===== config.mk =====
export PLATFORM = sky130hd
export DESIGN_NAME = dma_device_flat
export DESIGN_NICKNAME = d
export VERILOG_FILES = /design/src/pkg/dma_pkg.sv /design/src/pkg/dma_serial_if.sv /design/src/core/dma_channel.sv /design/src/core/dma_device.sv /design/src/flat_wrapper.sv
export SDC_FILE = /design/constraint.sdc
export NUM_CORES = 2
export LEC_CHECK = 0
export BUFFER_PORTS_ARGS = -buffer_cell sky130_fd_sc_hd__buf_4
export CAP_MARGIN = 20
export CORE_UTILIZATION = 25
export CTS_BUF_LIST = sky130_fd_sc_hd__clkbuf_2
export DETAILED_ROUTE_END_ITERATION = 6
export PLACE_DENSITY = 0.41
export REMOVE_ABC_BUFFERS = 1
export SETUP_SLACK_MARGIN = 0.1
export SYNTH_ARGS = -nofsm -noshare
export SYNTH_HDL_FRONTEND = slang
export SYNTH_SLANG_ARGS = --single-unit

===== constraint.sdc =====
create_clock -name clk_i -period 5.25 [get_ports clk_i]
set_input_delay 0.525 -clock clk_i [delete_from_list [all_inputs] [get_ports clk_i]]
set_output_delay 0.525 -clock clk_i [all_outputs]
set_load 0.01 [all_outputs]

===== src/pkg/dma_pkg.sv =====
// Shared constants, port map and state types for the DMA channel logic and serial link
package dma_pkg;
  localparam int NUM_CH = 8;
  localparam int NUM_PAIR = 2;
  localparam int REQ_BITS = 8;
  localparam int GNT_BITS = 3;
  localparam logic [7:0] CH_USABLE = 8'hef;
  // Register word indices; the bus byte address is four times the index
  localparam logic [7:0] PORT_CMD0 = 8'h08;
  localparam logic [7:0] PORT_REQ0 = 8'h09;
  localparam logic [7:0] PORT_MASK0 = 8'h0a;
  localparam logic [7:0] PORT_MODE0 = 8'h0b;
  localparam logic [7:0] PORT_CLR_PTR0 = 8'h0c;
  localparam logic [7:0] PORT_MCLR0 = 8'h0d;
  localparam logic [7:0] PORT_CLR_MASK0 = 8'h0e;
  localparam logic [7:0] PORT_CMD1 = 8'hd0;
  localparam logic [7:0] PORT_REQ1 = 8'hd2;
  localparam logic [7:0] PORT_MASK1 = 8'hd4;
  localparam logic [7:0] PORT_MODE1 = 8'hd6;
  localparam logic [7:0] PORT_CLR_PTR1 = 8'hd8;
  localparam logic [7:0] PORT_MCLR1 = 8'hda;
  localparam logic [7:0] PORT_CLR_MASK1 = 8'hdc;
  localparam logic [3:0] CHREG1_NIBBLE = 4'hc;
  localparam logic [7:0] PORT_STYLE = 8'h90;
  localparam logic [7:0] PORT_PEND_A = 8'h92;
  localparam logic [7:0] PORT_PEND_B = 8'h93;
  localparam logic [7:0] PAGE_PORT [NUM_CH] = '{8'h87, 8'h83, 8'h81, 8'h82,
                                                8'h8f, 8'h8b, 8'h89, 8'h8a};
  // Field positions and codes
  localparam int MODE_TYPE_LSB = 2;
  localparam int MODE_AUTO_BIT = 4;
  localparam int MODE_DEC_BIT = 5;
  localparam int SET_BIT = 2;
  localparam int CMD_DIS_BIT = 2;
  localparam logic [1:0] STYLE_LPC = 2'h0;
  localparam logic [1:0] STYLE_PAIR_A = 2'h1;
  localparam logic [1:0] STYLE_PAIR_B = 2'h2;
  localparam logic [15:0] STYLE_WMASK = 16'hfcff;
  localparam logic [1:0] XFER_TO_MEM = 2'h1;
  localparam logic [1:0] XFER_FROM_MEM = 2'h2;
  // Reset values and link gaps
  localparam logic [15:0] STYLE_RESET = 16'h0000;
  localparam logic [7:0] MASK_RESET = 8'hff;
  localparam logic [1:0] GAP_NEW = 2'h1;
  localparam logic [1:0] GAP_DONE = 2'h2;

  typedef enum logic [2:0] {
    X_IDLE = 3'b000, X_GNT = 3'b001, X_RD = 3'b010, X_WR = 3'b011, X_STEP = 3'b100
  } xfer_state_e;
  typedef enum logic [1:0] {
    R_IDLE = 2'b00, R_GAP = 2'b01, R_BITS = 2'b10
  } req_state_e;
  typedef enum logic [1:0] {
    G_IDLE = 2'b00, G_BITS = 2'b01, G_HOLD = 2'b10
  } gnt_state_e;
endpackage : dma_pkg


===== src/pkg/dma_serial_if.sv =====
// One serial request/grant pair between the DMA controller and an expansion agent
`timescale 1ns/1ns
interface dma_serial_if;
  logic req_n;
  logic gnt_n;
  modport device (input req_n, output gnt_n);
  modport agent (output req_n, input gnt_n);
endinterface : dma_serial_if


===== src/core/dma_channel.sv =====
// One DMA channel: base and current address, count and page, stepping and address shift
`timescale 1ns/1ns
module dma_channel #(
  parameter bit WIDE = 1'b0
) (
  // Clock and reset
  input wire logic clk_i,
  input wire logic rst_i,
  // Processor load
  input wire logic ld_i,
  input wire logic ld_page_i,
  input wire logic ld_cnt_i,
  input wire logic ld_hi_i,
  input wire logic [7:0] ld_data_i,
  // Transfer stepping
  input wire logic step_i,
  input wire logic dec_i,
  input wire logic auto_i,
  // State
  output logic [15:0] cur_addr_o,
  output logic [15:0] cur_cnt_o,
  output logic [7:0] page_o,
  output logic tc_o,
  output logic [23:0] mem_addr_o
);
  logic [15:0] base_addr;
  logic [15:0] base_cnt;
  logic [7:0] base_page;
  logic [3:0] lane;

  assign lane = {ld_hi_i, 3'h0};
  assign tc_o = (cur_cnt_o == 16'h0000);
  // Page bit 0 is dropped on word channels; the page never takes a carry
  assign mem_addr_o = WIDE ? {page_o[7:1], cur_addr_o, 1'b0} : {page_o, cur_addr_o};

  always_ff @(posedge clk_i) begin
    if (rst_i) begin
      base_addr <= 16'h0000;
      base_cnt <= 16'h0000;
      base_page <= 8'h00;
      cur_addr_o <= 16'h0000;
      cur_cnt_o <= 16'h0000;
      page_o <= 8'h00;
    end else if (ld_i) begin
      if (ld_page_i) begin
        base_page <= ld_data_i;
        page_o <= ld_data_i;
      end else if (ld_cnt_i) begin
        base_cnt[lane +: 8] <= ld_data_i;
        cur_cnt_o[lane +: 8] <= ld_data_i;
      end else begin
        base_addr[lane +: 8] <= ld_data_i;
        cur_addr_o[lane +: 8] <= ld_data_i;
      end
    end else if (step_i) begin
      if (tc_o && auto_i) begin
        cur_addr_o <= base_addr;
        cur_cnt_o <= base_cnt;
        page_o <= base_page;
      end else begin
        cur_addr_o <= dec_i ? cur_addr_o - 16'h0001 : cur_addr_o + 16'h0001;
        cur_cnt_o <= cur_cnt_o - 16'h0001;
      end
    end
  end
endmodule : dma_channel


===== src/core/dma_device.sv =====
// DMA controller end: channel registers, software commands, routing and serial link
// How it works
// - Address steps by one; count bytes or words
// - Mode bit picks address up or down
// - Word channels shift address, drop page bit
// - Autoinit reloads current registers at terminal count
// - Processor write loads base and current together
// - Autoinit terminal count leaves mask bit clear
// - Command ports act on write, data ignored
// - Two byte pointers, each with clear port
// - Byte pointer alternates low and high byte
// - Master clear resets group, sets its four masks
// - Clear-mask port unmasks its four channels
// - Serial channel runs read then write cycle
// - Two independent request/grant pairs provided
// - Style register routes each channel except 4 independently
// - Serial request: one clock per channel
// - Grant: start bit, three bits LSB first
// - Agent resends after transfer, two-clock gap
// - Withdrawn request: one-clock gap, then resend
// - New request: one-clock gap, then resend
// - Agent request and grant machines run independently
// - Withdrawn request needs no device handling
//
// Local design decision: the Wishbone register port.
`timescale 1ns/1ns
module dma_device (
  // Clock and reset
  input wire logic clk_i,
  input wire logic rst_i,
  // Wishbone slave
  input wire logic cyc_i,
  input wire logic stb_i,
  input wire logic we_i,
  input wire logic [9:2] adr_i,
  input wire logic [3:0] sel_i,
  input wire logic [31:0] dat_i,
  output logic [31:0] dat_o,
  output logic ack_o,
  // Serial request/grant pairs
  dma_serial_if.device link_a,
  dma_serial_if.device link_b,
  // Requests from channels routed to LPC
  input wire logic [7:0] lpc_req_i,
  // Transfer cycles
  output logic cyc_o,
  output logic cyc_we_o,
  output logic cyc_mem_o,
  output logic [23:0] cyc_addr_o,
  output logic [2:0] cyc_ch_o,
  output logic cyc_tc_o,
  input wire logic cyc_ack_i
);
  localparam int NC = dma_pkg::NUM_CH;
  localparam int NP = dma_pkg::NUM_PAIR;

  logic [15:0] style;
  logic [7:0] mask;
  logic [7:0] mode_dec;
  logic [7:0] mode_auto;
  logic [1:0] mode_type [NC];
  logic [7:0] cmd0;
  logic [7:0] cmd1;
  logic [7:0] sw_req;
  logic [7:0] tc_stat;
  logic [1:0] ptr;
  logic [7:0] pend [NP];
  logic [NP-1:0] req_in;
  logic [NP-1:0] gnt_q;

  logic [15:0] cur_addr [NC];
  logic [15:0] cur_cnt [NC];
  logic [7:0] page [NC];
  logic [23:0] mem_addr [NC];
  logic [7:0] tc_now;
  logic [7:0] step_vec;

  logic [7:0] idx;
  logic acc;
  logic wr8;
  logic cp_hit;
  logic cp_cnt;
  logic [2:0] cp_ch;
  logic pg_hit;
  logic [2:0] pg_ch;
  logic [7:0] d;
  logic [31:0] rd;
  logic [15:0] word;
  logic [7:0] eff_req;
  logic [7:0] avail;
  logic [7:0] grp_off;
  logic [2:0] pick;
  logic mclr_cur;

  dma_pkg::xfer_state_e state;
  logic [2:0] cur_ch;
  logic cur_pair;
  logic cur_serial;
  logic [1:0] gcnt;

  assign idx = adr_i;
  assign d = dat_i[7:0];
  // Actions happen on the edge where the master samples ack
  assign acc = cyc_i && stb_i && ack_o;
  assign wr8 = acc && we_i && sel_i[0];
  assign req_in = {link_b.req_n, link_a.req_n};
  assign link_a.gnt_n = gnt_q[0];
  assign link_b.gnt_n = gnt_q[1];

  generate
    for (genvar c = 0; c < NC; c++) begin : g_ch
      dma_channel #(.WIDE(c >= 4)) u_ch (
        .clk_i(clk_i),
        .rst_i(rst_i),
        .ld_i(wr8 && ((cp_hit && cp_ch == 3'(c)) || (pg_hit && pg_ch == 3'(c)))),
        .ld_page_i(pg_hit),
        .ld_cnt_i(cp_cnt),
        .ld_hi_i(ptr[c / 4]),
        .ld_data_i(d),
        .step_i(step_vec[c]),
        .dec_i(mode_dec[c]),
        .auto_i(mode_auto[c]),
        .cur_addr_o(cur_addr[c]),
        .cur_cnt_o(cur_cnt[c]),
        .page_o(page[c]),
        .tc_o(tc_now[c]),
        .mem_addr_o(mem_addr[c])
      );
    end
  endgenerate

  // Address decode
  always_comb begin
    cp_hit = 1'b0;
    cp_ch = 3'h0;
    cp_cnt = 1'b0;
    pg_hit = 1'b0;
    pg_ch = 3'h0;
    if (idx[7:3] == 5'h00) begin
      cp_hit = 1'b1;
      cp_ch = {1'b0, idx[2:1]};
      cp_cnt = idx[0];
    end else if (idx[7:4] == dma_pkg::CHREG1_NIBBLE && !idx[0]) begin
      cp_hit = 1'b1;
      cp_ch = {1'b1, idx[3:2]};
      cp_cnt = idx[1];
    end
    for (int c = 0; c < NC; c++) begin
      if (idx == dma_pkg::PAGE_PORT[c]) begin
        pg_hit = 1'b1;
        pg_ch = 3'(c);
      end
    end
  end

  // Read data
  always_comb begin
    word = cp_cnt ? cur_cnt[cp_ch] : cur_addr[cp_ch];
    rd = 32'h0000_0000;
    if (cp_hit) begin
      rd[7:0] = ptr[cp_ch[2]] ? word[15:8] : word[7:0];
    end else if (pg_hit) begin
      rd[7:0] = page[pg_ch];
    end else begin
      case (idx)
        dma_pkg::PORT_CMD0: rd[7:0] = {eff_req[3:0], tc_stat[3:0]};
        dma_pkg::PORT_CMD1: rd[7:0] = {eff_req[7:4], tc_stat[7:4]};
        dma_pkg::PORT_STYLE: rd[15:0] = style;
        dma_pkg::PORT_PEND_A: rd[7:0] = pend[0];
        dma_pkg::PORT_PEND_B: rd[7:0] = pend[1];
        default: rd = 32'h0000_0000;
      endcase
    end
  end

  always_ff @(posedge clk_i) begin
    if (rst_i) begin
      ack_o <= 1'b0;
      dat_o <= 32'h0000_0000;
    end else begin
      ack_o <= cyc_i && stb_i && !ack_o;
      dat_o <= rd;
    end
  end

  // Routing and request selection
  always_comb begin
    eff_req = 8'h00;
    for (int c = 0; c < NC; c++) begin
      case (style[2 * c +: 2])
        dma_pkg::STYLE_PAIR_A: eff_req[c] = pend[0][c];
        dma_pkg::STYLE_PAIR_B: eff_req[c] = pend[1][c];
        default: eff_req[c] = lpc_req_i[c];
      endcase
    end
    eff_req = eff_req | sw_req;
    grp_off = {{4{cmd1[dma_pkg::CMD_DIS_BIT]}}, {4{cmd0[dma_pkg::CMD_DIS_BIT]}}};
    avail = eff_req & ~mask & ~grp_off & dma_pkg::CH_USABLE;
    pick = 3'h0;
    for (int c = NC - 1; c >= 0; c--) begin
      if (avail[c]) begin
        pick = 3'(c);
      end
    end
  end

  // Serial request decoders, one per pair; a resend simply replaces the old pattern
  generate
    for (genvar p = 0; p < NP; p++) begin : g_rx
      logic busy;
      logic [2:0] cnt;
      logic [6:0] shift;
      always_ff @(posedge clk_i) begin
        if (rst_i) begin
          busy <= 1'b0;
          cnt <= 3'h0;
          shift <= 7'h00;
          pend[p] <= 8'h00;
        end else if (!busy) begin
          busy <= !req_in[p];
          cnt <= 3'h0;
        end else if (cnt == 3'(dma_pkg::REQ_BITS - 1)) begin
          pend[p] <= {req_in[p], shift};
          busy <= 1'b0;
        end else begin
          shift[cnt] <= req_in[p];
          cnt <= cnt + 3'h1;
        end
        // A served channel is forgotten until the agent resends its pattern
        if (!rst_i && state == dma_pkg::X_STEP && cur_serial && cur_pair == 1'(p)) begin
          pend[p][cur_ch] <= 1'b0;
        end
      end
    end
  endgenerate

  // Software-visible registers and commands
  always_ff @(posedge clk_i) begin
    if (rst_i) begin
      style <= dma_pkg::STYLE_RESET;
      mask <= dma_pkg::MASK_RESET;
      mode_dec <= 8'h00;
      mode_auto <= 8'h00;
      mode_type <= '{default: 2'h0};
      cmd0 <= 8'h00;
      cmd1 <= 8'h00;
      sw_req <= 8'h00;
      tc_stat <= 8'h00;
      ptr <= 2'h0;
    end else begin
      if (acc && cp_hit) begin
        ptr[cp_ch[2]] <= !ptr[cp_ch[2]];
      end
      if (acc && we_i && idx == dma_pkg::PORT_STYLE) begin
        if (sel_i[0]) style[7:0] <= d & dma_pkg::STYLE_WMASK[7:0];
        if (sel_i[1]) style[15:8] <= dat_i[15:8] & dma_pkg::STYLE_WMASK[15:8];
      end
      // Reading status clears the terminal-count bits of that group
      if (acc && !we_i && idx == dma_pkg::PORT_CMD0) tc_stat[3:0] <= 4'h0;
      if (acc && !we_i && idx == dma_pkg::PORT_CMD1) tc_stat[7:4] <= 4'h0;
      if (wr8) begin
        case (idx)
          dma_pkg::PORT_CMD0: cmd0 <= d;
          dma_pkg::PORT_CMD1: cmd1 <= d;
          dma_pkg::PORT_REQ0, dma_pkg::PORT_REQ1: begin
            sw_req[{idx[7], d[1:0]}] <= d[dma_pkg::SET_BIT];
          end
          dma_pkg::PORT_MASK0, dma_pkg::PORT_MASK1: begin
            mask[{idx[7], d[1:0]}] <= d[dma_pkg::SET_BIT];
          end
          dma_pkg::PORT_MODE0, dma_pkg::PORT_MODE1: begin
            mode_type[{idx[7], d[1:0]}] <= d[dma_pkg::MODE_TYPE_LSB +: 2];
            mode_auto[{idx[7], d[1:0]}] <= d[dma_pkg::MODE_AUTO_BIT];
            mode_dec[{idx[7], d[1:0]}] <= d[dma_pkg::MODE_DEC_BIT];
          end
          dma_pkg::PORT_CLR_PTR0: ptr[0] <= 1'b0;
          dma_pkg::PORT_CLR_PTR1: ptr[1] <= 1'b0;
          dma_pkg::PORT_CLR_MASK0: mask[3:0] <= 4'h0;
          dma_pkg::PORT_CLR_MASK1: mask[7:4] <= 4'h0;
          dma_pkg::PORT_MCLR0, dma_pkg::PORT_MCLR1: begin
            ptr[idx[7]] <= 1'b0;
            if (idx[7]) cmd1 <= 8'h00;
            else cmd0 <= 8'h00;
            for (int c = 0; c < NC; c++) begin
              if ((c / 4) == int'(idx[7])) begin
                mask[c] <= 1'b1;
                sw_req[c] <= 1'b0;
                tc_stat[c] <= 1'b0;
              end
            end
          end
          default: ;
        endcase
      end
      // Placed last so a terminal count wins over a same-cycle clear
      if (state == dma_pkg::X_STEP && tc_now[cur_ch]) begin
        tc_stat[cur_ch] <= 1'b1;
        sw_req[cur_ch] <= 1'b0;
        if (!mode_auto[cur_ch]) mask[cur_ch] <= 1'b1;
      end
    end
  end

  assign mclr_cur = wr8 && (idx == dma_pkg::PORT_MCLR0 || idx == dma_pkg::PORT_MCLR1)
                    && (cur_ch[2] == idx[7]);

  // Service sequence: grant on the serial pair (skipped for LPC channels), source read, destination write
  always_ff @(posedge clk_i) begin
    if (rst_i) begin
      state <= dma_pkg::X_IDLE;
      cur_ch <= 3'h0;
      cur_pair <= 1'b0;
      cur_serial <= 1'b0;
      gcnt <= 2'h0;
      gnt_q <= {NP{1'b1}};
    end else if (mclr_cur) begin
      state <= dma_pkg::X_IDLE;
      gnt_q <= {NP{1'b1}};
    end else begin
      case (state)
        dma_pkg::X_IDLE: begin
          gnt_q <= {NP{1'b1}};
          if (|avail) begin
            cur_ch <= pick;
            cur_pair <= (style[2 * pick +: 2] == dma_pkg::STYLE_PAIR_B);
            cur_serial <= (style[2 * pick +: 2] == dma_pkg::STYLE_PAIR_A) ||
                          (style[2 * pick +: 2] == dma_pkg::STYLE_PAIR_B);
            gcnt <= 2'h0;
            if (style[2 * pick +: 2] == dma_pkg::STYLE_PAIR_A ||
                style[2 * pick +: 2] == dma_pkg::STYLE_PAIR_B) begin
              state <= dma_pkg::X_GNT;
            end else begin
              state <= dma_pkg::X_RD;
            end
          end
        end
        dma_pkg::X_GNT: begin
          if (gcnt == 2'h0) begin
            gnt_q[cur_pair] <= 1'b0;
            gcnt <= 2'h1;
          end else begin
            gnt_q[cur_pair] <= cur_ch[gcnt - 2'h1];
            gcnt <= gcnt + 2'h1;
            if (gcnt == 2'(dma_pkg::GNT_BITS)) state <= dma_pkg::X_RD;
          end
        end
        dma_pkg::X_RD: begin
          // LPC service must leave both grant lines idle
          if (cur_serial) gnt_q[cur_pair] <= 1'b0;
          if (cyc_ack_i) state <= dma_pkg::X_WR;
        end
        dma_pkg::X_WR: begin
          if (cyc_ack_i) state <= dma_pkg::X_STEP;
        end
        dma_pkg::X_STEP: begin
          gnt_q <= {NP{1'b1}};
          state <= dma_pkg::X_IDLE;
        end
        default: state <= dma_pkg::X_IDLE;
      endcase
    end
  end

  always_comb begin
    step_vec = 8'h00;
    step_vec[cur_ch] = (state == dma_pkg::X_STEP);
  end

  assign cyc_o = (state == dma_pkg::X_RD) || (state == dma_pkg::X_WR);
  assign cyc_we_o = (state == dma_pkg::X_WR);
  assign cyc_mem_o = (state == dma_pkg::X_RD) == (mode_type[cur_ch] == dma_pkg::XFER_FROM_MEM);
  assign cyc_addr_o = mem_addr[cur_ch];
  assign cyc_ch_o = cur_ch;
  assign cyc_tc_o = tc_now[cur_ch];
endmodule : dma_device


===== src/flat_wrapper.sv =====
// flat-port wrapper written by rule: the top's interface ports become plain ports
module dma_device_flat 
  (clk_i, rst_i, cyc_i, stb_i, we_i, adr_i, sel_i, dat_i, dat_o, ack_o, lpc_req_i, cyc_o, cyc_we_o, cyc_mem_o, cyc_addr_o, cyc_ch_o, cyc_tc_o, cyc_ack_i, link_a_req_n, link_a_gnt_n, link_b_req_n, link_b_gnt_n);
  dma_serial_if link_a_i ();
  dma_serial_if link_b_i ();
  input wire logic clk_i;
  input wire logic rst_i;
  input wire logic cyc_i;
  input wire logic stb_i;
  input wire logic we_i;
  input wire logic [9:2] adr_i;
  input wire logic [3:0] sel_i;
  input wire logic [31:0] dat_i;
  output logic [31:0] dat_o;
  output logic ack_o;
  input wire logic [7:0] lpc_req_i;
  output logic cyc_o;
  output logic cyc_we_o;
  output logic cyc_mem_o;
  output logic [23:0] cyc_addr_o;
  output logic [2:0] cyc_ch_o;
  output logic cyc_tc_o;
  input wire logic cyc_ack_i;
  input wire logic [$bits(link_a_i.req_n)-1:0] link_a_req_n;
  output wire logic [$bits(link_a_i.gnt_n)-1:0] link_a_gnt_n;
  input wire logic [$bits(link_b_i.req_n)-1:0] link_b_req_n;
  output wire logic [$bits(link_b_i.gnt_n)-1:0] link_b_gnt_n;
  assign link_a_i.req_n = link_a_req_n;
  assign link_a_gnt_n = link_a_i.gnt_n;
  assign link_b_i.req_n = link_b_req_n;
  assign link_b_gnt_n = link_b_i.gnt_n;
  dma_device u_core (.clk_i(clk_i), .rst_i(rst_i), .cyc_i(cyc_i), .stb_i(stb_i), .we_i(we_i), .adr_i(adr_i), .sel_i(sel_i), .dat_i(dat_i), .dat_o(dat_o), .ack_o(ack_o), .link_a(link_a_i), .link_b(link_b_i), .lpc_req_i(lpc_req_i), .cyc_o(cyc_o), .cyc_we_o(cyc_we_o), .cyc_mem_o(cyc_mem_o), .cyc_addr_o(cyc_addr_o), .cyc_ch_o(cyc_ch_o), .cyc_tc_o(cyc_tc_o), .cyc_ack_i(cyc_ack_i));
endmodule

Word level (Yosys, flattened, before mapping)
Memories as Yosys holds them, arrays and structs flattened.
Index checks and enable logic that the tools add are counted.
Word-level totals
  register bits: 783
  bits in writable memories: 16
  input port bits: 60
  output and inout port bits: 66
  logic and storage cells: 799
  memories kept: 1
Cells by class
  add/sub/neg operators: 30
  $lt $le $gt $ge: 20
  eq/ne operators: 106
  shift-type cells: 5
  multiplexer cells: 331
  bitwise logic cells: 45
  reduce and logical (&&, ||, !) cells: 179
Memory list
  u_core.pend: depth 2, width 8, read ports 2, clocked after Yosys merged registers in 0, write ports 2, line dma_device.sv:67  | logic [7:0] pend [NP];
Operator list (count)
  16-bit 2-to-1 mux: 93
  16-bit bitwise mux: 33
  8-bit 2-to-1 mux: 45
  16-bit by 1-bit subtractor with 16-bit output (second input constant): 16
  8-bit equality test (second input constant): 18
  3-bit AND reduction: 44
  16-bit by 1-bit adder with 16-bit output (second input constant): 8
  16-bit logical NOT: 8
  16-bit binary-select mux with 3-bit select: 2
  1-bit 2-to-1 mux: 81
  24-bit binary-select mux with 3-bit select: 1
  3-bit 2-to-1 mux: 20
  1-bit logical AND: 58
  8-bit by 4-bit equality test with 1-bit output (second input constant): 7
  24-bit 2-to-1 mux: 2
  2-bit by 1-bit inequality test with 1-bit output (second input constant): 20
  2-bit inequality test (second input constant): 20
  8-bit case mux with 5 select lines: 1
  2-bit nonzero test: 19
  3-bit equality test (second input constant): 11
  8-bit AND: 4
  8-bit bitwise mux: 4
  8-bit by 6-bit variable shift with 16-bit output (first input constant): 2
  8-bit by 6-bit indexed part select with 16-bit output: 2
  54 further kinds: 197

Longest topological paths before layout
  word-level depth: 18
  mapped depth: 16
  depth with buffers taken out: 16

By module
Synthesis repeated with hierarchy kept, for this count alone.
Unflattened totals
  cell total of the unflattened synthesis: 6392
  area total of the unflattened synthesis: 49309.8 µm²
By module, submodules not included
  dma_channel at u_core.g_ch[0].u_ch ...: instances 3, cells each 605, area an instance 4638.2 µm², sequential area each 1601.5 µm²
  dma_device: instances 1, cells each 1506, area an instance 11672.4 µm², sequential area each 2922.8 µm²
  dma_channel at u_core.g_ch[4].u_ch ...: instances 2, cells each 606, area an instance 4642.0 µm², sequential area each 1601.5 µm²
  dma_channel at u_core.g_ch[7].u_ch: instances 1, cells each 629, area an instance 4921.0 µm², sequential area each 1601.5 µm²
  dma_channel at u_core.g_ch[6].u_ch: instances 1, cells each 626, area an instance 4803.4 µm², sequential area each 1601.5 µm²
  dma_channel at u_core.g_ch[1].u_ch: instances 1, cells each 604, area an instance 4714.5 µm², sequential area each 1601.5 µm²

Worst setup path before layout
Ideal clock, no wire load.
  path kind: reg-to-reg
  start: register u_core.style[2]
  end: register u_core.state[0]
  setup time: 0.095 ns
  arrival: 3.116 ns
  data required time: 5.155 ns
  path slack: 2.039 ns
  cell stages (with the launch flop): 15
  path buffers: 0
  clock period less this slack: 3.211 ns
  cells stage by stage: dfxtp_1 -> inv_1 -> ha_1 -> a221o_1 -> a21oi_1 -> nor2_1 -> nor2_1 -> nor2_1 -> nor2_1 -> mux4_2 -> mux2_2 -> ha_1 -> inv_1 -> o21ai_0 -> a221oi_1
On the way
  longest elaborated chain between the ends: 13
  elaborated cells between the ends (all ways): 18
  classes of those cells: eq/ne (5); shift (1); mux (6); bitwise (3); reduce/logical (3)
RTL lines
  from (decl): line dma_device.sv:57  | logic [15:0] style;
  from (signal assigned): line dma_device.sv:240  | style <= dma_pkg::STYLE_RESET;
  from (signal assigned): line dma_device.sv:255  | if (sel_i[0]) style[7:0] <= d & dma_pkg::STYLE_WMASK[7:0];
  2-bit equality test or 2-bit by 1-bit equality test with 1-bit output (tied branches): line dma_device.sv:190  | case (style[2 * c +: 2])
  1-bit case mux with 2 select lines: line dma_device.sv:190
  8-bit OR: line dma_device.sv:196  | eff_req = eff_req | sw_req;
  8-bit AND (2 in series): line dma_device.sv:198  | avail = eff_req & ~mask & ~grp_off & dma_pkg::CH_USABLE;
  3-bit 2-to-1 mux (2 in series): line dma_device.sv:201  | if (avail[c]) begin
  16-bit by 5-bit indexed part select with 2-bit output: line dma_device.sv:329, dma_device.sv:330
  2-bit by 1-bit equality test with 1-bit output or 2-bit equality test (tied branches): line dma_device.sv:329, dma_device.sv:330
  1-bit logical OR: line dma_device.sv:329  | if (style[2 * pick +: 2] == dma_pkg::STYLE_PAIR_A ||
  2-bit 2-to-1 mux: line dma_device.sv:329
  3-bit 2-to-1 mux: line dma_device.sv:323  | if (|avail) begin
  3-bit case mux with 4 select lines: line dma_device.sv:320  | case (state)
  to (signal assigned): line dma_device.sv:317  | state <= dma_pkg::X_IDLE;
  to (signal assigned): line dma_device.sv:331  | state <= dma_pkg::X_GNT;
  to (signal assigned): line dma_device.sv:333  | state <= dma_pkg::X_RD;
  to (decl): line dma_device.sv:95  | dma_pkg::xfer_state_e state;
Parallel ways exist; a longest one is shown, timed or not. The select of a mux whose other input is x is not followed.
A chain may end at the register's enable or synchronous reset.

Final worst setup path
  start: register u_core.style[12]
  end: register u_core.state[0]
On the way
  longest elaborated chain between the ends: 17
  elaborated cells between the ends (all ways): 22
  classes of those cells: eq/ne (5); shift (1); mux (10); bitwise (3); reduce/logical (3)
RTL lines
  from (signal assigned): line dma_device.sv:240
  from (signal assigned): line dma_device.sv:256  | if (sel_i[1]) style[15:8] <= dat_i[15:8] & dma_pkg::STYLE_WMASK[15:8];
  2-bit equality test or 2-bit by 1-bit equality test with 1-bit output (tied branches): line dma_device.sv:190
  1-bit case mux with 2 select lines: line dma_device.sv:190
  8-bit OR: line dma_device.sv:196
  8-bit AND (2 in series): line dma_device.sv:198
  3-bit 2-to-1 mux (6 in series): line dma_device.sv:201
  16-bit by 5-bit indexed part select with 2-bit output: line dma_device.sv:329, dma_device.sv:330
  2-bit by 1-bit equality test with 1-bit output or 2-bit equality test (tied branches): line dma_device.sv:329, dma_device.sv:330
  1-bit logical OR: line dma_device.sv:329
  2-bit 2-to-1 mux: line dma_device.sv:329
  3-bit 2-to-1 mux: line dma_device.sv:323
  3-bit case mux with 4 select lines: line dma_device.sv:320
Parallel ways exist; a longest one is shown, timed or not. The select of a mux whose other input is x is not followed.

==> impl_metrics.py <==
metrics = {
    "worst_setup_path": {
        "required_ns": 6.87,
        "worstPathArrival_ns": 6.59,
        "ff2ff_path_depth": 17,
        "end_kind": "register",
        "r2r_slack_ns": 0.28,
        "r2r-end": "u_core.state[0]",
        "cp-start-kind": "register",
        "reg2reg_from": "u_core.style[12]",
        "critPathKind": "reg2reg",
        "crit_fanout": 4,
    },
    "floorplanning": {
        "die_x_um": 429.3,
        "coreArea_um2": 181100,
        "initial_utilization_pct": 25.21,
        "io_pins": 126,
        "die_area_um2": 184300,
        "rows": 156,
        "fp.dieH_um": 429.3,
    },
    "logic_synthesis": {
        "synth_cell_types": 99,
        "syn_area_per_cell_um2": 7.601,
        "synthArstFlopShare_pct": 0,
        "synthesis.area_um2": 45660,
        "syn_inst": 6007,
        "synth_seq_cells": 778,
        "yosys_warnings": 0,
        "seq_area_frac_synth_pct": 34.46,
        "yosysTopAreaCellShare_pct": 33.41,
        "synthFlopType": "dfxtp_1",
        "yosys.area.top_type": "dfxtp_1",
        "netlist_top_cells_area": "dfxtp_1 33%, nand2_1 7.9%, a21oi_1 6.9%, nor2_1 5.4%, ha_1 3.9%",
        "synth_edf_count": 16,
    },
    "drt": {
        "via_per_inst": 5.531,
        "routed_wirelength_um": 229800,
        "wl_per_cell_um": 26.47,
        "drcViolationCount": 6,
        "antenna_left": 0,
        "dr.pass1.iters": 7,
        "drt-initial-drc-count": 4968,
        "dr_total_vias": 48020,
    },
    "min_path": {
        "hold_start": "dat_i[4]",
        "min_path_type": "in2reg",
        "holdPathEnd": "u_core.g_ch[7].u_ch.base_addr[12]",
        "hold_depth": 5,
    },
    "sta": {
        "worstMarginPinSlew_ns": 1.233,
        "skew_ns": 0.1968,
        "finalHoldViolations": 0,
        "drv_slew": 0,
        "fmaxAchievable_mhz": 201.2,
        "whs_ns": 0.2098,
        "finalSetupViolations": 0,
        "timing.final.ws_setup_ns": 0.2793,
        "post-route-min-period_ns": 4.971,
        "max_slew_margin_pct": 17.52,
        "finalCritPeriodShare_pct": 94.68,
        "grt_setup_unrepaired": "false",
    },
    "cts": {
        "insertion_delay_ns": 1.77,
        "cts_buffers": 230,
        "cts_num_sinks": 778,
        "cts-root-buf": "clkbuf_2",
        "h-tree-depth": 4,
        "cts_buffer_depth": 3,
        "tritoncts": "built",
        "cts.clk_slew.worst_paths_ns": 0.09,
    },
    "pwr": {
        "leakagePower_nw": 18.74,
        "vdd_drop_max_v": 0.0002109,
        "power.density_nw_per_um2": 215.6,
        "report.power.total_w": 0.01127,
    },
    "cells_and_area": {
        "area.growth.synth_to_final_pct": 14.46,
        "layout.nets": 6375,
        "nFillCells": 19830,
        "design_area_um2": 52260,
        "multi_input_area_um2": 27930,
        "final_util_pct": 28.85,
        "layout-drive-gt1-share_pct": 11.76,
        "seqCellArea_um2": 15750,
    },
    "grt": {
        "grt-ovfl-total": 0,
        "grt_start_max_net_pins": 157,
        "grt_pass1_vias": 44860,
        "grt_usage_pct": 24.08,
        "antenna_found_initial": 8,
        "grt_pass1_wl_um": 327400,
    },
    "placed_design": {
        "portBuffers": 87,
        "preCtsSetupSlack_ns": 0.9163,
        "hpwl_um": 160000,
        "gp_congestion": 0.9224,
        "dpl-instance-area_um2": 49040,
    },
    "flow_run": {
        "cap_violations": 0,
    },
    "status": {
        "status": "finished, violations left",
        "violations": "DRC",
    },
}
-- per-stage QoR --
| step | cells | setup TNS (ns) |
|---|---|---|
| after floorplan | 5541 | -34.15 |
| after global placement | 8185 | 0 |
| after detailed placement | 8185 | 0 |
| after CTS | 8670 | 0 |
| after global routing | 8679 | 0 |
| final | 8683 | 0 |
-- worst max-delay path by stage --
stage	start	endpoint	slack [ns]	cells after the start
after global placement	adr_i[7]	u_core.dat_o[2]	0.98	12
after detailed placement	adr_i[9]	u_core.dat_o[5]	0.92	9
after global routing	u_core.style[12]	u_core.state[0]	0.10	17
after CTS	u_core.g_ch[5].u_ch.cur_cnt_o[0]	cyc_tc_o	0.12	9
after floorplan	adr_i[7]	u_core.g_ch[5].u_ch.cur_cnt_o[0]	-0.96	9
final	u_core.style[12]	u_core.state[0]	0.28	17
-- cells by family (layout without fill, tap and decap cells) --
| logic type | after synthesis | after routing | synth area share [%] |
|---|---|---|---|
| AOI/OAI and AO/OA | 1871 | 1871 | 26.89 |
| xor gates and xnor gates | 204 | 204 | 3.913 |
| adders and majority gates | 149 | 149 | 4.215 |
| buffers and inverters | 569 | 848 | 5.105 |
| DFF | 778 | 778 | 34.46 |
| muxes | 142 | 142 | 3.321 |
| other | 1 | 28 | 0.008214 |
| and+or+nand+nor | 2293 | 2293 | 22.09 |
-- routing by layer --
layer	routed length, µm	global-route usage [%]	up-vias
li1	-	-	22210
met1	103800	33.03	23530
met2	99810	36.88	1886
met3	16360	4.459	397
met4	9853	9.766	2
met5	14	0	-
-- flip-flops by register name, summed over array words and instances, names as in the netlist, 6 cells and up --
register / cells
u_core.g_ch.u_ch.base_page: 64
u_core.mask: 7
u_core.mode_dec: 8
u_core.sw_req: 8
u_core.g_ch.u_ch.cur_cnt_o: 128
u_core.tc_stat: 8
u_core.g_ch.u_ch.base_addr: 128
u_core.g_ch.u_ch.page_o: 64
u_core.mode_auto: 8
u_core.g_ch.u_ch.base_cnt: 128
u_core.g_rx.cnt: 6
u_core.dat_o: 14
u_core.pend: 16
u_core.g_rx.shift: 14
u_core.style: 14
u_core.g_ch.u_ch.cur_addr_o: 128
u_core.mode_type: 16
-- layout by cell type (no fill, tap or decap), drive strengths merged, types with 16 or more instances in the layout --
master	instances
a221oi	78
a21oi	635
nor3b	17
xnor2	106
nand4	20
nor2b	39
or3	27
inv	92
o22ai	19
dfxtp	762
a221o	55
mux2i	129
nor3	134
xor2	98
clkbuf	311
ha	141
a21o	28
o21ai	314
a22oi	100
dlygate4sd3	111
clkinv	47
o21a	26
a211oi	144
edfxtp	16
nor4	34
buf	282
o311ai	20
nand3	241
nor2	663
a31oi	28
conb	18
and2	21
and3	20
a311oi	108
o211ai	181
nand2b	43
nand2	971
-- what timing repair did --
action,in CTS,in global routing
buffers inserted,1,2
hold buffers,115,0
endpoints found under the hold margin,793,0
resized for setup,12,10
pin swaps,1,1
endpoints found under the setup margin,23,2
-- where the power goes --
part	internal, W	switching [W]	total [W]
Sequential	0.00592	0.0000142	0.00594
Combinational	0.000166	0.000524	0.000690
Clock	0.00167	0.00297	0.00464
-- worst max-delay path, stage by stage, from the launching register on --
cell	delay (ns)
dfxtp_2	0.37
inv_1	0.07
ha_1	0.31
a221o_1	0.29
a21oi_2	0.23
nor2_1	0.09
o21bai_1	0.14
dlygate4sd3_1	0.60
o21a_1	0.12
dlygate4sd3_1	0.59
nor2_4	0.06
mux4_2	0.41
mux2_2	0.28
ha_1	0.34
inv_1	0.10
o21ai_0	0.08
a221oi_1	0.28
dlygate4sd3_1	0.57
-- cells in the mapped netlist, types with 108 or more instances --
library cell,number
a211oi_1,142
a21oi_1,631
dfxtp_1,762
nand3_1,237
nand2_1,964
clkbuf_1,342
o21ai_0,297
ha_1,141
nor3_1,131
nor2_1,658
o211ai_1,181
mux2i_1,129
a311oi_1,108
-- final cells by class --
cell class / count / area share [%]
Multi-Input combinational cell: 4677 / 53.45
Clock buffer: 311 / 2.978
Antenna cell: 10 / 0.04788
Clock inverter: 58 / 0.6010
Inverter: 86 / 0.6177
Tap cell: 2370 / 5.674
Timing Repair Buffer: 393 / 6.496
Sequential cell: 778 / 30.14
(Power assumes the default switching activity.)
